File: src/include/bzm_pkg.sv
// Purpose: Shared constants and types for the buzzer and melody tone generator
// Assumes: APB slave, 32-bit data, one aligned word per register
// Notes: Register indices are word numbers; the byte address is four times the index

package bzm_pkg;

   // Bus geometry
   localparam int APB_AW = 18;
   localparam int APB_DW = 32;

   // Register indices (byte address = index * 4)
   localparam logic [15:0] IDX_A_DIV_LO = 16'hA040;
   localparam logic [15:0] IDX_A_DIV_HI = 16'hA041;
   localparam logic [15:0] IDX_A_DUR = 16'hA042;
   localparam logic [15:0] IDX_A_PAU = 16'hA043;
   localparam logic [15:0] IDX_B_DIV_LO = 16'hA044;
   localparam logic [15:0] IDX_B_DIV_HI = 16'hA045;
   localparam logic [15:0] IDX_B_DUR = 16'hA046;
   localparam logic [15:0] IDX_B_PAU = 16'hA047;
   localparam logic [15:0] IDX_CFG = 16'hA048;
   localparam logic [15:0] IDX_POW = 16'hA049;
   localparam logic [15:0] IDX_TU = 16'hA04A;
   localparam logic [15:0] SLOT_STRIDE = 16'h0004;

   // Reset value shared by every register
   localparam logic [7:0] REG_RST = 8'h00;

   // Field positions of buzzer_config_control
   localparam int CFG_EN = 7;
   localparam int CFG_POL = 6;
   localparam int CFG_IEB = 5;
   localparam int CFG_IEA = 4;
   localparam int CFG_FB = 3;
   localparam int CFG_FA = 2;
   localparam int CFG_STB = 1;
   localparam int CFG_STA = 0;

   // Field positions of time_unit_control
   localparam int TU_HI = 7;
   localparam int TU_LO = 6;
   localparam int TU_TONE_BASE_SELECT = 4;
   localparam int TU_IEP = 1;
   localparam int TU_FP = 0;

   // Tone base: half periods of the /32 and /64 base clocks
   localparam logic [5:0] HALF_LAST_32 = 6'h0F;
   localparam logic [5:0] HALF_LAST_64 = 6'h1F;

   // Time unit base step
   localparam int CLK_PERIOD_NS = 40;
   localparam int UNIT_BASE_NS = 1000000;
   localparam int UNIT_BASE_CYCLES = UNIT_BASE_NS / CLK_PERIOD_NS;

   // One note slot
   typedef struct packed {
      logic [11:0] div;
      logic [7:0] dur;
      logic [7:0] pau;
   } bzm_note_t;

   typedef enum {ST_IDLE, ST_TONE, ST_PAUSE} bzm_state_t;

endpackage : bzm_pkg

File: src/hw/bzm_unit_tick.sv
// Purpose: Time unit tick for duration, pause and power window timing
// Assumes: Base step counted from pclk, unit of 1, 2, 4 or 8 base steps
// Notes: A synchronous clear realigns the unit to the start of a note
`timescale 1ns/1ps

module bzm_unit_tick
   import bzm_pkg::*;
#(
   parameter int MS_CYCLES = UNIT_BASE_CYCLES
) (
   input wire logic pclk,
   input wire logic presetn,
   input wire logic pce,
   input wire logic clr,
   input wire logic [1:0] tu,
   output logic tick_q
);
   localparam int MS_W = $clog2(MS_CYCLES);

   logic [MS_W-1:0] ms_cnt_q;
   logic [2:0] unit_cnt_q;
   logic [3:0] unit_len;
   logic [2:0] unit_last;
   logic ms_done;

   // Unit length in base steps from the code
   assign unit_len = 4'h1 << tu;
   assign unit_last = 3'(unit_len - 4'h1);
   assign ms_done = (ms_cnt_q == MS_W'(MS_CYCLES - 1));

   // Counters; >= guards against a unit code shrinking mid count
   always_ff @(posedge pclk or negedge presetn) begin
      if (!presetn) begin
         ms_cnt_q <= '0;
         unit_cnt_q <= 3'h0;
         tick_q <= 1'b0;
      end else if (pce) begin
         if (clr) begin
            ms_cnt_q <= '0;
            unit_cnt_q <= 3'h0;
            tick_q <= 1'b0;
         end else begin
            ms_cnt_q <= ms_done ? '0 : ms_cnt_q + 1'b1;
            tick_q <= ms_done && (unit_cnt_q >= unit_last);
            if (ms_done) begin
               unit_cnt_q <= (unit_cnt_q >= unit_last) ? 3'h0 : unit_cnt_q + 3'h1;
            end
         end
      end
   end

   // A clear always suppresses the next tick
   a_unit_clear: assert property (@(posedge pclk) disable iff (!presetn)
      (pce && clr) |=> !tick_q) else $error("tick after clear");

endmodule : bzm_unit_tick

File: src/hw/bzm_top.sv
// Purpose: Buzzer and melody tone generator with two ping-pong note slots
// Assumes: APB slave on pclk, one clock domain, pce freezes all state
// Notes: Time unit counted from pclk; outputs come straight from flip-flops
// What this block does
// Two note slots A and B, each with divider, duration and pause.
// Tone base clock is system clock over 32, or over 64 when base select set.
// Tone frequency is base clock over twelve-bit divider plus one.
// Tone lasts duration times unit; following silence lasts pause times unit.
// Time unit codes give 1, 2, 4 or 8 ms, independent of tone.
// Power window timer restarts when note A or B playback begins.
// Window expiry sets its flag; interrupt requested when its enable set.
// Software clears the power window flag; hardware holds it until then.
// Controller enable bit turns the controller on; clearing turns it off.
// Polarity bit set inverts the buzzer output.
// Note A completion with its enable set raises A flag; write 0 clears.
// Note B completion with its enable set raises B flag; write 0 clears.
// Writing 1 starts note A; writing 0 ignored; bit clears at note end.
// Writing 1 starts note B; writing 0 ignored; bit clears at note end.
// Both starts written together play A first, then B directly after.
// Start bit positions read back busy while that note is playing.
// Notes play once in sequence or alternate while software refills slots.
// Square wave at tone frequency during tone; inactive level during pause.
// Power control active from note start until window timer expires.
// All registers reset to zero: disabled, idle, flags clear.
`timescale 1ns/1ps

module bzm_top
   import bzm_pkg::*;
#(
   parameter int MS_CYCLES = UNIT_BASE_CYCLES
) (
   input wire logic pclk,
   input wire logic presetn,
   input wire logic pce,
   input wire logic psel,
   input wire logic penable,
   input wire logic pwrite,
   input wire logic [APB_AW-1:0] paddr,
   input wire logic [APB_DW-1:0] pwdata,
   output logic [APB_DW-1:0] prdata,
   output logic pready,
   output logic pslverr,
   output logic buzzer_output,
   output logic power_on_window,
   output logic irq
);

   // Register state
   bzm_note_t slot_q [2];
   logic [7:0] pow_q;
   logic [1:0] tu_q;
   logic tone_base_select_q, iep_q, fp_q;
   logic en_q, pol_q, ieb_q, iea_q, fb_q, fa_q, sa_q, sb_q;

   // Sequencer state
   bzm_state_t st_q;
   logic cur_q;
   logic [7:0] tcnt_q;
   logic [5:0] half_cnt_q;
   logic [11:0] ph_cnt_q;
   logic wave_q;
   logic [7:0] powcnt_q;
   logic bz_q, irq_q, pready_q, pslverr_q;
   logic [APB_DW-1:0] prdata_q;

   // Bus decode
   logic [15:0] widx;
   logic access, wr, sel_cfg, sel_pow, sel_tu, hit;
   logic [1:0] sel_lo, sel_hi, sel_dur, sel_pau;
   logic [7:0] rd_byte;
   logic [7:0] slot_rd [2];

   assign widx = paddr[17:2];
   assign access = psel && penable && pready_q;
   assign wr = access && pwrite;
   assign sel_cfg = (widx == IDX_CFG);
   assign sel_pow = (widx == IDX_POW);
   assign sel_tu = (widx == IDX_TU);

   // Per-slot decode, read mux and register write
   for (genvar s = 0; s < 2; s++) begin : g_slot
      localparam logic [15:0] BASE = IDX_A_DIV_LO + 16'(s) * SLOT_STRIDE;
      assign sel_lo[s] = (widx == BASE);
      assign sel_hi[s] = (widx == BASE + (IDX_A_DIV_HI - IDX_A_DIV_LO));
      assign sel_dur[s] = (widx == BASE + (IDX_A_DUR - IDX_A_DIV_LO));
      assign sel_pau[s] = (widx == BASE + (IDX_A_PAU - IDX_A_DIV_LO));
      assign slot_rd[s] = sel_lo[s] ? slot_q[s].div[7:0] :
                          sel_hi[s] ? {4'h0, slot_q[s].div[11:8]} :
                          sel_dur[s] ? slot_q[s].dur :
                          sel_pau[s] ? slot_q[s].pau : 8'h00;

      // Slot registers, written only at the completing access edge
      always_ff @(posedge pclk or negedge presetn) begin
         if (!presetn) begin
            slot_q[s] <= '0;
         end else if (pce && wr) begin
            if (sel_lo[s]) slot_q[s].div[7:0] <= pwdata[7:0];
            if (sel_hi[s]) slot_q[s].div[11:8] <= pwdata[3:0];
            if (sel_dur[s]) slot_q[s].dur <= pwdata[7:0];
            if (sel_pau[s]) slot_q[s].pau <= pwdata[7:0];
         end
      end
   end

   assign hit = |{sel_lo, sel_hi, sel_dur, sel_pau, sel_cfg, sel_pow, sel_tu};

   // Status readback; start positions show busy
   logic playing_a, playing_b;
   assign playing_a = (st_q != ST_IDLE) && !cur_q;
   assign playing_b = (st_q != ST_IDLE) && cur_q;
   assign rd_byte = sel_cfg ? {en_q, pol_q, ieb_q, iea_q, fb_q, fa_q, playing_b, playing_a} :
                    sel_pow ? pow_q :
                    sel_tu ? {tu_q, 1'b0, tone_base_select_q, 2'b00, iep_q, fp_q} :
                    (slot_rd[0] | slot_rd[1]);

   // APB answer: one wait state, error on unmapped words
   always_ff @(posedge pclk or negedge presetn) begin
      if (!presetn) begin
         pready_q <= 1'b0;
         pslverr_q <= 1'b0;
         prdata_q <= '0;
      end else if (pce) begin
         pready_q <= psel && penable && !pready_q;
         pslverr_q <= psel && penable && !pready_q && !hit;
         prdata_q <= (psel && penable && !pready_q) ? {24'h000000, rd_byte} : '0;
      end
   end

   // Plain configuration registers
   always_ff @(posedge pclk or negedge presetn) begin
      if (!presetn) begin
         pow_q <= REG_RST;
         {tu_q, tone_base_select_q, iep_q} <= 4'h0;
         {en_q, pol_q, ieb_q, iea_q} <= 4'h0;
      end else if (pce && wr) begin
         if (sel_pow) pow_q <= pwdata[7:0];
         if (sel_tu) {tu_q, tone_base_select_q, iep_q} <= {pwdata[TU_HI:TU_LO], pwdata[TU_TONE_BASE_SELECT], pwdata[TU_IEP]};
         if (sel_cfg) {en_q, pol_q, ieb_q, iea_q} <= pwdata[CFG_EN:CFG_IEA];
      end
   end

   // Sequencer control terms
   bzm_note_t cur_note, new_note;
   logic unit_tick, half_tick, ph_wrap, done, idle_go, begin_note, new_cur, other_pend;
   logic wr_cfg;
   assign wr_cfg = wr && sel_cfg;
   assign cur_note = slot_q[cur_q];
   assign half_tick = (half_cnt_q == (tone_base_select_q ? HALF_LAST_64 : HALF_LAST_32));
   assign ph_wrap = half_tick && (ph_cnt_q == cur_note.div);
   assign done = (st_q == ST_PAUSE) && (tcnt_q == 8'h00);
   assign other_pend = cur_q ? sa_q : sb_q;
   assign idle_go = (st_q == ST_IDLE) && en_q && (sa_q || sb_q);
   assign begin_note = idle_go || (done && en_q && other_pend);
   assign new_cur = idle_go ? !sa_q : !cur_q;
   assign new_note = slot_q[new_cur];

   // Time unit shared by duration, pause and power window
   bzm_unit_tick #(
      .MS_CYCLES(MS_CYCLES)
   ) u_tick (
      .pclk(pclk),
      .presetn(presetn),
      .pce(pce),
      .clr(begin_note),
      .tu(tu_q),
      .tick_q(unit_tick)
   );

   // Note state machine; disabling aborts at once
   always_ff @(posedge pclk or negedge presetn) begin
      if (!presetn) begin
         st_q <= ST_IDLE;
         cur_q <= 1'b0;
         tcnt_q <= 8'h00;
      end else if (pce) begin
         if (!en_q) begin
            st_q <= ST_IDLE;
         end else if (begin_note) begin
            st_q <= ST_TONE;
            cur_q <= new_cur;
            tcnt_q <= new_note.dur;
         end else begin
            case (st_q)
               ST_TONE: begin
                  if (tcnt_q == 8'h00) begin
                     st_q <= ST_PAUSE;
                     tcnt_q <= cur_note.pau;
                  end else if (unit_tick) begin
                     tcnt_q <= tcnt_q - 8'h01;
                  end
               end
               ST_PAUSE: begin
                  if (done) begin
                     st_q <= ST_IDLE;
                  end else if (unit_tick) begin
                     tcnt_q <= tcnt_q - 8'h01;
                  end
               end
               ST_IDLE: st_q <= ST_IDLE;
               default: st_q <= ST_IDLE;
            endcase
         end
      end
   end

   // Square wave: toggles every divider+1 half periods of the base clock
   always_ff @(posedge pclk or negedge presetn) begin
      if (!presetn) begin
         half_cnt_q <= 6'h00;
         ph_cnt_q <= 12'h000;
         wave_q <= 1'b0;
      end else if (pce) begin
         if (begin_note || st_q != ST_TONE) begin
            half_cnt_q <= 6'h00;
            ph_cnt_q <= 12'h000;
            wave_q <= 1'b0;
         end else begin
            half_cnt_q <= half_tick ? 6'h00 : half_cnt_q + 6'h01;
            if (ph_wrap) begin
               ph_cnt_q <= 12'h000;
               wave_q <= !wave_q;
            end else if (half_tick) begin
               ph_cnt_q <= ph_cnt_q + 12'h001;
            end
         end
      end
   end

   // Start bits and end flags; a hardware set wins over a software clear
   logic fa_set, fb_set, fp_set;
   assign fa_set = done && !cur_q && iea_q;
   assign fb_set = done && cur_q && ieb_q;
   assign fp_set = power_on_window && (powcnt_q == 8'h00);
   always_ff @(posedge pclk or negedge presetn) begin
      if (!presetn) begin
         {sa_q, sb_q, fa_q, fb_q, fp_q} <= 5'h00;
      end else if (pce) begin
         sa_q <= (wr_cfg && pwdata[CFG_EN] && pwdata[CFG_STA]) ||
                 (sa_q && en_q && !(done && !cur_q));
         sb_q <= (wr_cfg && pwdata[CFG_EN] && pwdata[CFG_STB]) ||
                 (sb_q && en_q && !(done && cur_q));
         fa_q <= fa_set || (fa_q && !(wr_cfg && !pwdata[CFG_FA]));
         fb_q <= fb_set || (fb_q && !(wr_cfg && !pwdata[CFG_FB]));
         fp_q <= fp_set || (fp_q && !(wr && sel_tu && !pwdata[TU_FP]));
      end
   end

   // Power window timer and registered outputs
   always_ff @(posedge pclk or negedge presetn) begin
      if (!presetn) begin
         power_on_window <= 1'b0;
         powcnt_q <= 8'h00;
         bz_q <= 1'b0;
         irq_q <= 1'b0;
      end else if (pce) begin
         if (!en_q) begin
            power_on_window <= 1'b0;
         end else if (begin_note) begin
            power_on_window <= 1'b1;
            powcnt_q <= pow_q;
         end else if (power_on_window) begin
            if (powcnt_q == 8'h00) power_on_window <= 1'b0;
            else if (unit_tick) powcnt_q <= powcnt_q - 8'h01;
         end
         bz_q <= wave_q ^ pol_q;
         irq_q <= (fp_q && iep_q) || fa_q || fb_q;
      end
   end

   assign buzzer_output = bz_q;
   assign irq = irq_q;
   assign prdata = prdata_q;
   assign pready = pready_q;
   assign pslverr = pslverr_q;

   // Checks
   a_start_arm: assert property (@(posedge pclk) disable iff (!presetn)
      (pce && wr_cfg && pwdata[CFG_EN] && pwdata[CFG_STA]) |=> sa_q)
      else $error("start A lost");
   a_a_first: assert property (@(posedge pclk) disable iff (!presetn)
      (pce && idle_go && sa_q && sb_q) |=> playing_a)
      else $error("B played before A");
   a_polarity_idle: assert property (@(posedge pclk) disable iff (!presetn)
      ($past(pce) && $past(st_q, 2) != ST_TONE && $past(pce, 2)) |-> bz_q == $past(pol_q))
      else $error("bad idle level");
   a_flag_a_set: assert property (@(posedge pclk) disable iff (!presetn)
      (pce && done && !cur_q && iea_q) |=> fa_q)
      else $error("A end flag missed");
   a_flag_b_set: assert property (@(posedge pclk) disable iff (!presetn)
      (pce && done && cur_q && ieb_q) |=> fb_q)
      else $error("B end flag missed");
   a_pow_expire: assert property (@(posedge pclk) disable iff (!presetn)
      (pce && !begin_note && en_q && fp_set) |=> (fp_q && !power_on_window))
      else $error("window expiry wrong");
   a_disable_idle: assert property (@(posedge pclk) disable iff (!presetn)
      (pce && !en_q) |=> (st_q == ST_IDLE && !power_on_window))
      else $error("runs while disabled");
   a_pow_restart: assert property (@(posedge pclk) disable iff (!presetn)
      (pce && begin_note) |=> (power_on_window && powcnt_q == $past(pow_q)))
      else $error("window not restarted");
   a_wave_steady: assert property (@(posedge pclk) disable iff (!presetn)
      (pce && st_q == ST_TONE && !ph_wrap && !begin_note && en_q) |=> wave_q == $past(wave_q))
      else $error("wave toggled early");

   // Start bits: a zero write changes nothing, completion clears the bit
   a_start_zero: assert property (@(posedge pclk) disable iff (!presetn)
      (pce && wr_cfg && !pwdata[CFG_STA] && !sa_q) |=> !sa_q)
      else $error("start A set by a zero");
   a_start_hold: assert property (@(posedge pclk) disable iff (!presetn)
      (pce && wr_cfg && sa_q && en_q && !done) |=> sa_q)
      else $error("start A lost while busy");
   a_a_end_clear: assert property (@(posedge pclk) disable iff (!presetn)
      (pce && done && !cur_q && !wr_cfg) |=> !sa_q)
      else $error("start A not cleared");
   a_b_end_clear: assert property (@(posedge pclk) disable iff (!presetn)
      (pce && done && cur_q && !wr_cfg) |=> !sb_q)
      else $error("start B not cleared");

   // Sequencing: no idle cycle between the two notes, in either direction
   a_b_follows: assert property (@(posedge pclk) disable iff (!presetn)
      (pce && en_q && done && !cur_q && sb_q) |=> (st_q == ST_TONE && cur_q))
      else $error("B did not follow A");
   a_ping_pong: assert property (@(posedge pclk) disable iff (!presetn)
      (pce && en_q && done && cur_q && sa_q) |=> (st_q == ST_TONE && !cur_q))
      else $error("A did not follow B");

   // Timing: counts move only on a unit tick, so a slow unit cannot be skipped
   a_count_steady: assert property (@(posedge pclk) disable iff (!presetn)
      (pce && en_q && !begin_note && st_q != ST_IDLE && tcnt_q != 8'h00 && !unit_tick) |=> tcnt_q == $past(tcnt_q))
      else $error("count moved without tick");
   a_tone_end: assert property (@(posedge pclk) disable iff (!presetn)
      (pce && en_q && !begin_note && st_q == ST_TONE && tcnt_q == 8'h00) |=> st_q == ST_PAUSE)
      else $error("tone did not turn to pause");
   a_base_wrap: assert property (@(posedge pclk) disable iff (!presetn)
      (pce && st_q == ST_TONE && !begin_note && half_tick) |=> half_cnt_q == 6'h00)
      else $error("base step did not wrap");
   a_pause_quiet: assert property (@(posedge pclk) disable iff (!presetn)
      (pce && st_q == ST_PAUSE) |=> !wave_q)
      else $error("wave active in pause");

   // Window and flags: the window never rises without a note start
   a_pow_quiet: assert property (@(posedge pclk) disable iff (!presetn)
      (pce && !power_on_window && !begin_note) |=> !power_on_window)
      else $error("window rose without start");
   a_flag_hold: assert property (@(posedge pclk) disable iff (!presetn)
      (pce && fp_q && !(wr && sel_tu && !pwdata[TU_FP])) |=> fp_q)
      else $error("window flag dropped");
   a_flag_clear: assert property (@(posedge pclk) disable iff (!presetn)
      (pce && wr && sel_tu && !pwdata[TU_FP] && !fp_set) |=> !fp_q)
      else $error("window flag not cleared");
   a_irq_request: assert property (@(posedge pclk) disable iff (!presetn)
      (pce && fp_q && iep_q) |=> irq)
      else $error("window interrupt missing");

endmodule : bzm_top

File: config.mk
export PLATFORM = sky130hd
export DESIGN_NAME = bzm_top
export DESIGN_NICKNAME = d
export VERILOG_FILES = /design/src/include/bzm_pkg.sv /design/src/hw/bzm_unit_tick.sv /design/src/hw/bzm_top.sv
export SDC_FILE = /design/constraint.sdc
export NUM_CORES = 1
export LEC_CHECK = 0
export BUFFER_PORTS_ARGS = -buffer_cell sky130_fd_sc_hd__buf_2
export CORE_ASPECT_RATIO = 0.75
export CORE_UTILIZATION = 54
export DETAILED_ROUTE_END_ITERATION = 16
export PLACE_DENSITY = 0.76
export RECOVER_POWER = 50
export SYNTH_ARGS = -nofsm -noshare
export SYNTH_HDL_FRONTEND = slang
export SYNTH_HIERARCHICAL = 1
export SYNTH_SLANG_ARGS = --single-unit
File: constraint.sdc
create_clock -name pclk -period 2.3 [get_ports pclk]
set_input_delay 0.23 -clock pclk [delete_from_list [all_inputs] [get_ports pclk]]
set_output_delay 0.23 -clock pclk [all_outputs]
set_load 0.02 [all_outputs]
Word-level counts from Yosys, hierarchy flattened

Index checks and enable logic that the tools add are counted.

Equal/unequal tests: 22
Muxes and demuxes: 52
Add/sub/neg operators: 7
Reduce and logical (&&, ||, !) cells: 88
Shift-type cells: 1
$lt $le $gt $ge: 3
Bitwise operators: 4

Operators with widths:

| cell                                                    | number |
|---|---|
| equality test 16 bit (second input constant)            | 11 |
| two-way mux 8 bit                                       | 20 |
| two-way mux 32 bit                                      | 4 |
| two-way mux 28 bit                                      | 3 |
| one-hot mux 32 bit (2 select lines)                     | 1 |
| two-way mux 16 bit                                      | 3 |
| logical AND 1 bit                                       | 36 |
| two-way mux 12 bit                                      | 3 |
| equality test 32 x 1 -> 1 bit (second input constant)   | 1 |
| equality test 32 x 2 -> 1 bit (second input constant)   | 1 |
| equality test 32 x 3 -> 1 bit (second input constant)   | 1 |
| zero test 32 bit                                        | 1 |
| inequality test 32 x 2 -> 1 bit (second input constant) | 1 |
| nonzero test 32 bit                                     | 1 |
| two-way mux 15 bit                                      | 2 |
| AND reduction 2 bit                                     | 14 |
| zero test 8 bit                                         | 2 |
| one-hot mux 8 bit (2 select lines)                      | 1 |
| subtractor 8 x 1 -> 8 bit (second input constant)       | 2 |
| adder 15 x 1 -> 15 bit (second input constant)          | 1 |
| equality test 15 bit (second input constant)            | 1 |
| zero test 1 bit                                         | 13 |
| adder 12 x 1 -> 12 bit (second input constant)          | 1 |
| equality test 12 bit                                    | 1 |
| other kinds (24)                                        | 52 |

Logic and storage cells: 214
Output and inout bits: 37
Register bits: 201
Input bits: 56

Logic depth before layout (Yosys ltp)

Gate-level depths: netlist (run 1).

Depth after elaboration: 10
Depth in mapped cells: 11
Depth with buffers taken out: 9

By module

Netlist (run 1), hierarchy kept.

Modules (own cells, without submodules):

| module        | sequential area each (sq um) | cells each | area each (sq um) | times used |
|---|---|---|---|---|
| bzm_top       | 3203.1                       | 697        | 7289.5            | 1 |
| bzm_unit_tick | 475.5                        | 112        | 1134.8            | 1 |

Worst setup path after synthesis (run 1)

OpenSTA, ideal clock, no wires.

Path kind: register to register
From: register tcnt_q[0]
To: register u_tick.unit_cnt_q[2]
Period minus slack after synthesis: 2.271 ns
Arrival: 2.147 ns
Path slack: 0.029 ns
Required time: 2.176 ns
Buffers on the path: 1
Library setup time: 0.124 ns
Cell stages (with the launch flop): 11
Cells stage by stage: dfrtp_1 inv_1 ha_1 nor3b_1 nand3_1 o21a_1 inv_2 buf_2 a41oi_2 nand2b_4 a211o_1

Longest elaborated chain between the ends: 7
Elaborated cells on any way between the ends: 8
Those cells by class: mux: 1; reduce/logical: 7

RTL lines:

| what                                 | line                | RTL |
|---|---|---|
| from (decl)                          | bzm_top.sv:58       | `logic [7:0] tcnt_q;` |
| from (signal assigned)               | bzm_top.sv:181      | `tcnt_q <= new_note.dur;` |
| from (signal assigned)               | bzm_top.sv:187      | `tcnt_q <= cur_note.pau;` |
| from (signal assigned)               | bzm_top.sv:189      | `tcnt_q <= tcnt_q - 8'h01;` |
| zero test 8 bit (*)                  | bzm_top.sv:150      | `assign done = (st_q == ST_PAUSE) && (tcnt_q == 8'h00);` |
| logical AND 1 bit (*)                | bzm_top.sv:150      |  |
| logical AND 1 bit (*) (2 in a row)   | bzm_top.sv:153      | `assign begin_note = idle_go \|\| (done && en_q && other_pend);` |
| logical OR 1 bit (*)                 | bzm_top.sv:153      |  |
| net begin_note                       | bzm_top.sv:144      | `logic unit_tick, half_tick, ph_wrap, done, idle_go, begin_note, new_cur, other_pend;` |
| nonzero test 2 bit (no source line)  | --                  |  |
| AND reduction 2 bit (no source line) | --                  |  |
| to (signal assigned)                 | bzm_unit_tick.sv:46 | `unit_cnt_q <= (unit_cnt_q >= unit_last) ? 3'h0 : unit_cnt_q + 3'h1;` |
| to (decl)                            | bzm_unit_tick.sv:21 | `logic [2:0] unit_cnt_q;` |

Mark *: on every way through the listed nets, which the timed path passes. The rest lies on a longest branch.
A chain may end at the register's enable or synchronous reset.

Worst setup path in the final report (run 1)

From: register cur_q
To: register ph_cnt_q[9]

Longest elaborated chain between the ends: 8
Elaborated cells on any way between the ends: 14
Those cells by class: eq/ne: 1; mux: 6; bitwise: 1; reduce/logical: 6

RTL lines:

| what                                                                              | line           | RTL |
|---|---|---|
| from (decl)                                                                       | bzm_top.sv:57  | `logic cur_q;` |
| from (signal assigned)                                                            | bzm_top.sv:180 | `cur_q <= new_cur;` |
| NOT 1 -> 2 bit (implied by the code)                                              | bzm_top.sv:147 | `assign cur_note = slot_q[cur_q];` |
| two-way mux 28 bit (implied by the code) (3 in a row)                             | bzm_top.sv:147 |  |
| equality test 12 bit                                                              | bzm_top.sv:149 | `assign ph_wrap = half_tick && (ph_cnt_q == cur_note.div);` |
| logical AND 1 bit                                                                 | bzm_top.sv:149 |  |
| nonzero test 3 bit (no source line) / two-way mux 12 bit (equally long branches)  | --             |  |
| AND reduction 2 bit (no source line) / two-way mux 12 bit (equally long branches) | --             |  |
| to (signal assigned)                                                              | bzm_top.sv:223 | `ph_cnt_q <= ph_cnt_q + 12'h001;` |
| to (decl)                                                                         | bzm_top.sv:60  | `logic [11:0] ph_cnt_q;` |

Several ways; a longest one is shown, not always the timed one. The select of a mux whose other input is x is not followed.

==> run_results.csv, run 1 <==
group,metric,value,unit
critical_path,worst-endpoint-required,2.61,ns
clock_network,clkSlewWorstSetupHoldPaths,0.06,ns
grt,first_global_vias,6198,
grt,grt_max_degree,59,
die,num_io_pins,93,
power,cellPowerDensity,633.2,nW/um^2
die,start_util,0.5533,
detailed_routing,wire_per_inst,19.81,um
detailed_routing,drtIter0Drc,439,
critical_path,cp-start-kind,"register",
die,die_w,146.2,um
critical_path,end_kind,"register",
synth,synth-edff-count,0,
critical_path,criticalPathCategory,"register to register",
outcome,status,"finished with violations",
power,peakVddDrop,622.6,uV
detailed_routing,drc,0,
critical_path,arrival,2.52,ns
timing,slew_headroom,-0.01240,
finish,fin_util,0.6387,
timing,min_period_over_period,0.9612,
timing,rsz0062_at_grt,"yes",
min_path,hp-class,"input port to register",
timing,postLayoutSetupSlackWorst,0.08918,ns
grt,antenna_found_initial,1,
detailed_routing,vias,6612,
critical_path,crit_fanout,13,
timing,fmax,0.4523,GHz
clock_network,clock_path_buffers,2,
timing,setup_viol,0,
finish,antenna_cells,0,
detailed_routing,dr.pass1.iters,5,
timing,clock_skew,0.009951,ns
clock_network,h-tree-depth,4,
outcome,failed_checks,"max-capacitance violations, max-slew violations",
finish,layout.nets,950,
finish,layout_common_cells,"147 x dfrtp_1, 83 x mux2_2, 59 x nand2_1, 57 x nor2_1, 45 x buf_4",
detailed_routing,route.met3.wl,1.631,mm
finish,seqCellArea,3679,sq um
timing,min_period,2.211,ns
clock_network,cts_tree,"built",
detailed_routing,highest_layer,"met5",
placed_design,globalplace.congestion,0.9589,
clock_network,cts_buffers,17,
power,power,6.158,mW
synth,synth-main-ff-cell,"dfrtp_1",
timing,drv_slew,58,
synth,avgSynthCellArea,10.41,sq um
synth,synth-async-reset-ratio,1.000,
detailed_routing,vias_per_cell,6.005,
grt,grt_pass1_wl,34.76,mm
synth,yosysWarnings,6,
clock_network,cts_root_buffer,"clkbuf_16",
critical_path,reg2reg_depth,8,
synth,synth.distinct_cells,83,
placed_design,pre_cts_slack,-0.1372,ns
timing,hold_violations,0,
timing,worst-slew-pin-transition,1.519,ns
clock_network,cts.sinks,147,
synth,synth_area,8424,sq um
placed_design,portBuffers,42,
finish,fill_cells,1247,
grt,gr-total-overflow,0,
finish,drive_gt1_frac,0.2690,
power,power_leakage,4.630,nW
detailed_routing,wl_met1,10.63,mm
synth,ys_seq_area_frac,0.4367,
clock_network,insertion_delay,0.43,ns
min_path,worstHoldPathCells,2,
synth,ys_seq_elements,147,
die,row_count,39,
detailed_routing,drtAntennaViolNets,0,
die,coreArea,15220,sq um
finish,layout_commonest_cell,"dfrtp_1",
synth,syn_inst,809,
finish,multiInputGateArea,4414,sq um
detailed_routing,wirelength,21.81,mm
finish,syn_to_final_growth,15.43,%
die,chipHeight,110.2,um
grt,grt.total_usage,0.2893,
run,max_cap_violations,1,
clock_network,post-cts-setup-buffer-count,0,
placed_design,place_hpwl,15.65,mm
die,die_area,16110,sq um
detailed_routing,wl_met2,9.236,mm
routing by layer:
| layer | GRT usage | vias to the layer above |
|---|---|---|
| met5 | 0 | - |
| met3 | 0.07654 | 28 |
| met2 | 0.4255 | 239 |
| met4 | 0.07961 | 2 |
| li1 | - | 3059 |
| met1 | 0.4208 | 3284 |
report_power, final:
| part | leakage (nW) | internal, mW | switching (mW) |
|---|---|---|---|
| Clock | 0.306 | 1.90 | 1.08 |
| Combinational | 2.31 | 0.150 | 0.286 |
| Sequential | 2.01 | 2.64 | 0.0986 |
| Total | 4.63 | 4.70 | 1.46 |
sequential cells by signal, indices dropped and copies added, names as in the netlist, 2 cells and up:
| register | flops |
|---|---|
| ph_cnt_q | 12 |
| tu_q | 2 |
| slot_q | 56 |
| u_tick/unit_cnt_q | 3 |
| tcnt_q | 8 |
| prdata | 8 |
| st_q | 2 |
| u_tick/ms_cnt_q | 15 |
| half_cnt_q | 6 |
| powcnt_q | 8 |
| pow_q | 8 |
synthesized netlist by cell type (3+ instances only):
cell type	count	area share
buf_2	14	0.0083
o21ai_0	36	0.021
o2bb2ai_1	8	0.0083
mux2i_1	32	0.038
nand3_1	15	0.0089
nor4_1	4	0.0030
buf_1	7	0.0031
nor2_1	57	0.025
buf_4	24	0.021
nor2b_1	18	0.013
nand2_1	59	0.026
and4_1	3	0.0031
xnor2_1	13	0.014
or3_1	6	0.0045
buf_6	3	0.0040
a21oi_1	28	0.017
nor3_1	6	0.0036
a22o_1	3	0.0031
a31oi_1	8	0.0059
ha_1	10	0.015
o31ai_1	4	0.0036
mux2_2	83	0.11
nor3b_1	4	0.0036
a211oi_1	20	0.018
inv_1	20	0.0089
a32o_1	5	0.0059
clkbuf_1	15	0.0067
a22oi_1	7	0.0062
nand2b_1	9	0.0067
and3_1	7	0.0052
nand4_1	19	0.014
a21o_1	9	0.0080
xor2_1	28	0.029
o22ai_1	9	0.0067
nor2_2	3	0.0022
dfrtp_1	147	0.44
and2_1	4	0.0030
nand3b_1	3	0.0027
critical path, stage by stage (launching register included):
cell and delay, ns:
dfrtp_1 0.39, buf_12 0.18, mux2i_1 0.23, xnor2_1 0.13, or3_1 0.39, o41ai_2 0.36, and2_1 0.22, buf_12 0.14
nor2_1 0.05
stage by stage:
step	setup TNS (ns)	cells	hold WS, ns	area (sq um)
final	0	1101	0.2159	9724
after global routing	-0.06388	1101	0.2004	9724
after CTS	0	1101	0.1873	9716
after detailed placement	-0.3106	1069	0.2387	9077
after global placement	-0.03146	1069	0.2291	9077
after floorplan	0	832	-0.06559	8511
area by class of cell:
type / instances / area share
Multi-Input combinational cell: 601 / 0.4539
Sequential cell: 147 / 0.3783
Timing Repair Buffer: 96 / 0.06922
Clock buffer: 19 / 0.04452
Tap cell: 205 / 0.02638
Clock inverter: 12 / 0.01930
Inverter: 21 / 0.008363
cells by family after synthesis:
family | count (synthesis) | synth area share
compound gates | 163 | 0.1332
fa+ha+maj | 10 | 0.01485
mux | 117 | 0.1543
other cells | 1 | 0.0004451
flops | 147 | 0.4367
buf+inv | 84 | 0.05287
simple gates | 246 | 0.1650
xor+xnor | 41 | 0.04263
path summary, 6_finish.rpt:
kind                           start                 end  slack, ns
max                            cur_q         ph_cnt_q[9]       0.09
min                        pwdata[5]               ieb_q       0.22
max reg2reg                    cur_q         ph_cnt_q[9]       0.09
min reg2reg                prdata[3]           prdata[3]       0.49
max in group asynchronous    presetn  u_tick/ms_cnt_q[1]       0.36
min in group asynchronous    presetn  u_tick/ms_cnt_q[4]       0.70
timing repair:
item | in CTS | in global routing
endpoints found under the hold margin | 54 | 0
endpoints found under the setup margin | 7 | 12
resized for setup | 2 | 6
hold buffers | 1 | 0
pin swaps | 0 | 1
No activity file was read; power rests on OpenSTA's default activity.
==> run 2: changes to the inputs <==
--- a/config.mk
+++ b/config.mk
@@ -9,7 +9,7 @@
 export CORE_ASPECT_RATIO = 0.75
 export CORE_UTILIZATION = 54
 export DETAILED_ROUTE_END_ITERATION = 16
-export PLACE_DENSITY = 0.76
+export PLACE_DENSITY_LB_ADDON = 0.25
 export RECOVER_POWER = 50
 export SYNTH_ARGS = -nofsm -noshare
 export SYNTH_HDL_FRONTEND = slang
==> run_results.csv, run 2 (synthesized netlist as in run 1, its figures left out) <==
group,metric,value,unit
outcome,status,"finished clean",
timing,hold_violations,0,
critical_path,r2r_slack,0.03,ns
power,power_leakage,4.626,nW
die,coreArea,15220,sq um
die,die_area,16110,sq um
clock_network,clkSlewWorstSetupHoldPaths,0.06,ns
critical_path,worst-endpoint-required,2.65,ns
clock_network,insertion_delay,0.43,ns
placed_design,portBuffers,42,
finish,largest_reg_flops,56,
detailed_routing,dr.pass1.iters,7,
timing,fmax,0.4405,GHz
finish,layout_commonest_cell,"dfrtp_1",
finish,fin_util,0.6424,
detailed_routing,wl_met1,11.06,mm
timing,worst-slew-pin-transition,1.161,ns
clock_network,cts.sinks,147,
finish,regMostFlops,"slot_q",
detailed_routing,vias,6812,
detailed_routing,drtAntennaViolNets,0,
finish,layout_common_cells,"146 x dfrtp_1, 82 x mux2_2, 58 x nand2_1, 57 x nor2_1, 46 x buf_4",
grt,grt_max_degree,46,
clock_network,clock_path_buffers,2,
clock_network,h-tree-depth,4,
die,start_util,0.5533,
critical_path,cp_cell_sequence,"buf_6, mux2_4, nand2_2, o21a_1, inv_2, buf_12, a311o_1, or3_4, o21ai_1",
critical_path,cp-start-kind,"register",
finish,reg_top3,"slot_q: 56 flops, u_tick/ms_cnt_q: 15 flops, ph_cnt_q: 12 flops",
die,chipHeight,110.2,um
timing,min_period,2.270,ns
critical_path,cpPeakStageDelay,0.48,ns
grt,grt.total_usage,0.2996,
critical_path,reg2reg_depth,9,
timing,clock_skew,0.01086,ns
finish,syn_to_final_growth,16.10,%
min_path,hold_path_end,"en_q",
critical_path,r2r-start,"cur_q",
finish,seqCellArea,3680,sq um
finish,fill_cells,1260,
min_path,hp-class,"input port to register",
power,seq_power_share,0.453,
critical_path,criticalPathCategory,"register to register",
finish,multiInputGateArea,4493,sq um
timing,min_period_over_period,0.9871,
power,cellPowerDensity,618.3,nW/um^2
power,pwr-share-clk,0.474,
critical_path,arrival,2.62,ns
critical_path,critical-path-top-delay-family,"compound AO/OA/AOI/OAI gates",
detailed_routing,wirelength,23.14,mm
timing,slew_headroom,0.2258,
power,power,6.047,mW
power,p_sw,1.525,mW
clock_network,cts_root_buffer,"clkbuf_16",
timing,drv_slew,0,
detailed_routing,highest_layer,"met4",
grt,grt_pass1_wl,36.08,mm
die,die_w,146.2,um
critical_path,crit_fanout,5,
power,peakVddDrop,383.5,uV
detailed_routing,wire_per_inst,20.96,um
critical_path,cpMaxStageDelayCell,"dfrtp_2",
timing,setup_viol,0,
detailed_routing,vias_per_cell,6.170,
timing,postLayoutSetupSlackWorst,0.02961,ns
grt,first_global_vias,6409,
grt,antenna_found_initial,0,
finish,layout.nets,952,
placed_design,place_hpwl,16.91,mm
finish,antenna_cells,0,
critical_path,crit_buf_inv,3,
detailed_routing,route.met3.wl,1.653,mm
clock_network,cts_buffers,17,
detailed_routing,wl_met2,9.990,mm
power,sw_frac_of_total,0.2522,
grt,gr-total-overflow,0,
timing,rsz0062_at_grt,"yes",
die,row_count,39,
placed_design,globalplace.congestion,0.9564,
die,num_io_pins,93,
power,p_int,4.522,mW
min_path,min-delay-start,"pwdata[7]",
finish,drive_gt1_frac,0.2825,
critical_path,regToRegEndpoint,"u_tick/unit_cnt_q[0]",
placed_design,pre_cts_slack,-0.1871,ns
critical_path,end_kind,"register",
run,max_cap_violations,0,
min_path,worstHoldPathCells,2,
clock_network,cts_tree,"built",
power,combPwrFrac,0.073,
detailed_routing,drtIter0Drc,660,
detailed_routing,drc,0,
==> run 2: power groups by stage <==
stage	registers, mW	clock network, mW	logic [mW]
final	2.74	2.87	0.439
after global routing	2.75	3.00	0.483
after CTS	2.74	2.90	0.436
after detailed placement	2.78	0	0.433
after global placement	2.78	0	0.420
after floorplan	2.77	0	0.286
==> run 2: worst max-delay path by stage <==
stage | from | endpoint | slack [ns] | cells after the start
3_3_place_gp | cur_q | wave_q | -0.04 | 8
3_5_place_dp | cur_q | wave_q | -0.19 | 8
4_1_cts | cur_q | ph_cnt_q[2] | 0.008 | 8
5_1_grt | cur_q | wave_q | -0.06 | 8
6_report | cur_q | u_tick/unit_cnt_q[0] | 0.03 | 9
2_1_floorplan | tcnt_q[0] | u_tick/unit_cnt_q[2] | 0.03 | 10
==> run 2: what timing repair did <==
item / CTS / global route
setup buffers: 2 / 5
endpoints found under the setup margin: 24 / 35
hold endpoints to repair: 40 / 0
hold buffers: 1 / 0
resized for setup: 5 / 20
pin swaps: 1 / 9
==> run 2: area by class of cell <==
cell class / count / share of cell area
Clock buffer: 20 / 0.04567
Multi-Input combinational cell: 601 / 0.4594
Clock inverter: 12 / 0.01586
Timing Repair Buffer: 98 / 0.06857
Tap cell: 205 / 0.02622
Sequential cell: 147 / 0.3762
Inverter: 21 / 0.008059
==> run 2: layer usage <==
metal | GRT usage | vias to the layer above
li1 | - | 3076
met1 | 0.4388 | 3403
met2 | 0.4415 | 292
met3 | 0.05967 | 41
met4 | 0.1064 | 0
met5 | 0 | -
==> run 2: through the flow <==
stage / cells / setup TNS [ns] / hold WS (ns) / area [sq um]
6_report: 1104 / 0 / 0.2522 / 9781
5_1_grt: 1104 / -0.1899 / 0.2419 / 9781
4_1_cts: 1099 / 0 / 0.2173 / 9671
3_5_place_dp: 1064 / -2.058 / 0.1881 / 9027
3_3_place_gp: 1064 / -0.03774 / 0.1825 / 9027
2_1_floorplan: 832 / 0 / -0.06559 / 8511
==> run 3: changes to the inputs <==
--- a/config.mk
+++ b/config.mk
@@ -5,9 +5,11 @@
 export SDC_FILE = /design/constraint.sdc
 export NUM_CORES = 1
 export LEC_CHECK = 0
+export ABC_AREA = 1
 export BUFFER_PORTS_ARGS = -buffer_cell sky130_fd_sc_hd__buf_2
 export CORE_ASPECT_RATIO = 0.75
 export CORE_UTILIZATION = 54
+export CTS_CLUSTER_SIZE = 20
 export DETAILED_ROUTE_END_ITERATION = 16
 export PLACE_DENSITY_LB_ADDON = 0.25
 export RECOVER_POWER = 50
==> run_results.csv, run 3 <==
group,metric,value,unit
outcome,status,"finished with violations",
outcome,failed_checks,"max-capacitance violations, max-slew violations",
critical_path,reg2reg_depth,13,
placed_design,place_hpwl,17.89,mm
timing,setup-tns-final,0,ns
synth,syn_inst,1209,
finish,layout_common_cells,"367 x nand2_1, 147 x dfrtp_1, 133 x o21ai_0, 120 x inv_1, 105 x nor2_1",
placed_design,globalplace.congestion,0.9647,
synth,avgSynthCellArea,7.273,sq um
timing,fmax,0.4763,GHz
grt,grt_pass1_wl,38.94,mm
finish,stdcell_count,1481,
die,chipHeight,112.5,um
critical_path,arrival,2.42,ns
synth,synth_compound_area_frac,0.1254,
finish,fin_util,0.6254,
finish,drive_gt1_frac,0.1191,
synth,synth.mux.area_fraction,0.004553,
synth,synth_area_leader_cell,"dfrtp_1",
critical_path,crit_buf_inv,3,
detailed_routing,vias,8253,
critical_path,regToRegEndpoint,"powcnt_q[3]",
die,die_area,16800,sq um
critical_path,cpMaxStageDelayCell,"dfrtp_1",
synth,yosys.area_share.simple,0.3046,
timing,postLayoutSetupSlackWorst,0.2007,ns
finish,syn_to_final_growth,10.70,%
critical_path,crit_fanout,15,
synth,yosys.cell_count.top_type,"nand2_1",
power,peakVddDrop,578.7,uV
detailed_routing,drtAntennaViolNets,0,
grt,antenna_found_initial,0,
synth,synthTopCellsByArea,"dfrtp_1 42%, nand2_1 16%, o21ai_0 7.6%, inv_1 5.2%, nand3_1 4.5%",
critical_path,worst-path-stages,13,
detailed_routing,vias_per_cell,5.573,
power,power_leakage,4.760,nW
power,cellPowerDensity,850.7,nW/um^2
grt,grt_max_degree,60,
grt,gr-total-overflow,0,
synth,synth.distinct_cells,46,
placed_design,pre_cts_slack,0.05176,ns
clock_network,cts_root_buffer,"clkbuf_16",
synth,yosysWarnings,6,
critical_path,cp_cell_sequence,"inv_1, ha_1, nand3_2, nor3_4, inv_2, nor2_4, nand3_2, nand2_4, nand2_4, nand2_8, inv_2, o21ai_1, nand2_1",
synth,synth_top_family_by_area,"simple AND/OR/NAND/NOR gates",
critical_path,r2r-start,"tcnt_q[0]",
critical_path,end_kind,"register",
timing,worst-slew-pin-transition,1.575,ns
min_path,hp-class,"input port to register",
synth,synth-main-ff-cell,"dfrtp_1",
detailed_routing,wirelength,24.43,mm
clock_network,cts.sinks,147,
run,max_cap_violations,1,
synth,synth_common_cells,"367 x nand2_1, 147 x dfrtp_1, 133 x o21ai_0",
timing,rsz0062_at_grt,"no",
clock_network,clock_path_buffers,2,
critical_path,criticalPathCategory,"register to register",
clock_network,cts_buffers,17,
die,die_w,149.4,um
grt,grt.total_usage,0.3038,
detailed_routing,drtIter0Drc,1031,
critical_path,r2r_slack,0.20,ns
critical_path,endpoint,"powcnt_q[3]",
finish,regMostFlops,"slot_q",
timing,min_period_over_period,0.9127,
timing,drv_slew,60,
finish,largest_reg_flops,56,
synth,synth_area,8793,sq um
synth,synth_xor_area_frac,0.03088,
synth,ys_seq_elements,147,
timing,setup_viol,0,
finish,antenna_cells,0,
clock_network,cts_tree,"built",
detailed_routing,dr.pass1.iters,5,
timing,clock_skew,0.01129,ns
die,coreArea,15570,sq um
timing,slew_headroom,-0.04993,
finish,fill_cells,1434,
placed_design,placed_cells,1447,
finish,reg_top3,"slot_q: 56 flops, u_tick/ms_cnt_q: 15 flops, ph_cnt_q: 12 flops",
critical_path,worstSetupStartpoint,"tcnt_q[0]",
clock_network,post-cts-setup-buffer-count,0,
critical_path,critical-path-top-delay-family,"simple AND/OR/NAND/NOR gates",
die,start_util,0.5649,
finish,layout_commonest_cell,"nand2_1",
timing,hold_violations,0,
power,power,8.281,mW
synth,ys_seq_area_frac,0.4183,
timing,min_period,2.099,ns
synth,synth_adder_area_share,0.01423,
die,row_count,39,
finish,layout.nets,1329,
critical_path,cpPeakStageDelay,0.38,ns
grt,first_global_vias,7257,
placed_design,portBuffers,42,
clock_network,clkSlewWorstSetupHoldPaths,0.07,ns
synth,synth_top_area_frac,0.4183,
detailed_routing,drc,0,
clock_network,insertion_delay,0.44,ns
synth,synth-edff-count,0,
synth,synth-async-reset-ratio,1.000,
critical_path,cp-start-kind,"register",
critical_path,worst-endpoint-required,2.62,ns
detailed_routing,wire_per_inst,16.50,um
die,num_io_pins,93,
clock_network,h-tree-depth,4,
==> run 3: cell types whose count changed in the layout (fill, tap and decap cells not counted), sizes merged, moves of 12 or more <==
cell / previous run / this run
buf: 92 / 60
nor2: 60 / 115
a211oi: 20 / 1
inv: 22 / 139
nand2: 59 / 379
a21oi: 28 / 40
o21ai: 38 / 146
nand3: 17 / 81
nor2b: 19 / 0
mux2i: 32 / 4
mux2: 83 / 0
==> run 3: report_power, final <==
| part | internal (mW) | switching [mW] | total [mW] | leakage, nW |
|---|---|---|---|---|
| logic | 0.756 | 1.76 | 2.51 | 2.48 |
| clock network | 1.52 | 1.23 | 2.75 | 0.275 |
| registers | 2.82 | 0.201 | 3.02 | 2.00 |
| total | 5.09 | 3.19 | 8.28 | 4.76 |
==> run 3: stage by stage <==
| step | area (sq um) | hold slack [ns] |
|---|---|---|
| finish | 9734 | 0.07245 |
| global route | 9734 | 0.08121 |
| CTS | 9732 | 0.06344 |
| detailed placement | 9150 | 0.2443 |
| global placement | 9150 | 0.2456 |
| floorplan | 8880 | -0.06559 |
==> run 3: layout make-up <==
cell class	count	area (sq um)	area share
timing repair buffer	67	394.1	0.04049
multi-input combinational	897	4330	0.4449
clock buffer	17	425.4	0.04370
timing repair inverter	1	5.005	0.0005141
sequential	147	3679	0.3779
inverter	132	498.0	0.05116
tap	205	256.5	0.02635
clock inverter	15	146.4	0.01504
==> run 3: what timing repair did <==
action | CTS | global route
hold endpoints to repair | 55 | 0
resized for setup | 0 | 5
endpoints found under the setup margin | 0 | 20
hold buffers | 1 | 0
==> run 3: logic make-up (layout without fill, tap and decap cells) <==
group           Yosys count  in the layout
simple gates            621            621
compound gates          207            207
buf+inv                 188            232
flops                   147            147
xor+xnor                 31             31
fa+ha+maj                10             10
mux                       4              4
other cells               1             24
==> run 3: worst min path at each step <==
stage                   start             to  slack, ns  depth (start not counted)
detailed placement    presetn     slot_q[50]       0.24                          1
global placement      presetn     slot_q[50]       0.25                          1
finish              pwdata[0]           fp_q       0.07                          3
floorplan             presetn  buzzer_output      -0.07                          0
CTS                 pwdata[0]           fp_q       0.06                          3
global route        pwdata[0]           fp_q       0.08                          3
==> run 3: routing by layer <==
metal / share of wire / GRT usage / vias up
met5: 0 / 0 / -
met4: 0.011 / 0.06803 / 0
met3: 0.11 / 0.06545 / 20
met2: 0.40 / 0.4077 / 411
met1: 0.48 / 0.4888 / 3870
li1: - / - / 3952
==> run 3: worst reg2reg max path: cells and delay by family, from the launching register on <==
| family | cells | cell delay (ns) |
|---|---|---|
| adders and majority gates | 1 | 0.18 |
| AOI/OAI and AO/OA | 1 | 0.15 |
| and+or+nand+nor | 8 | 1.01 |
| DFF | 1 | 0.38 |
| buffers and inverters | 3 | 0.27 |
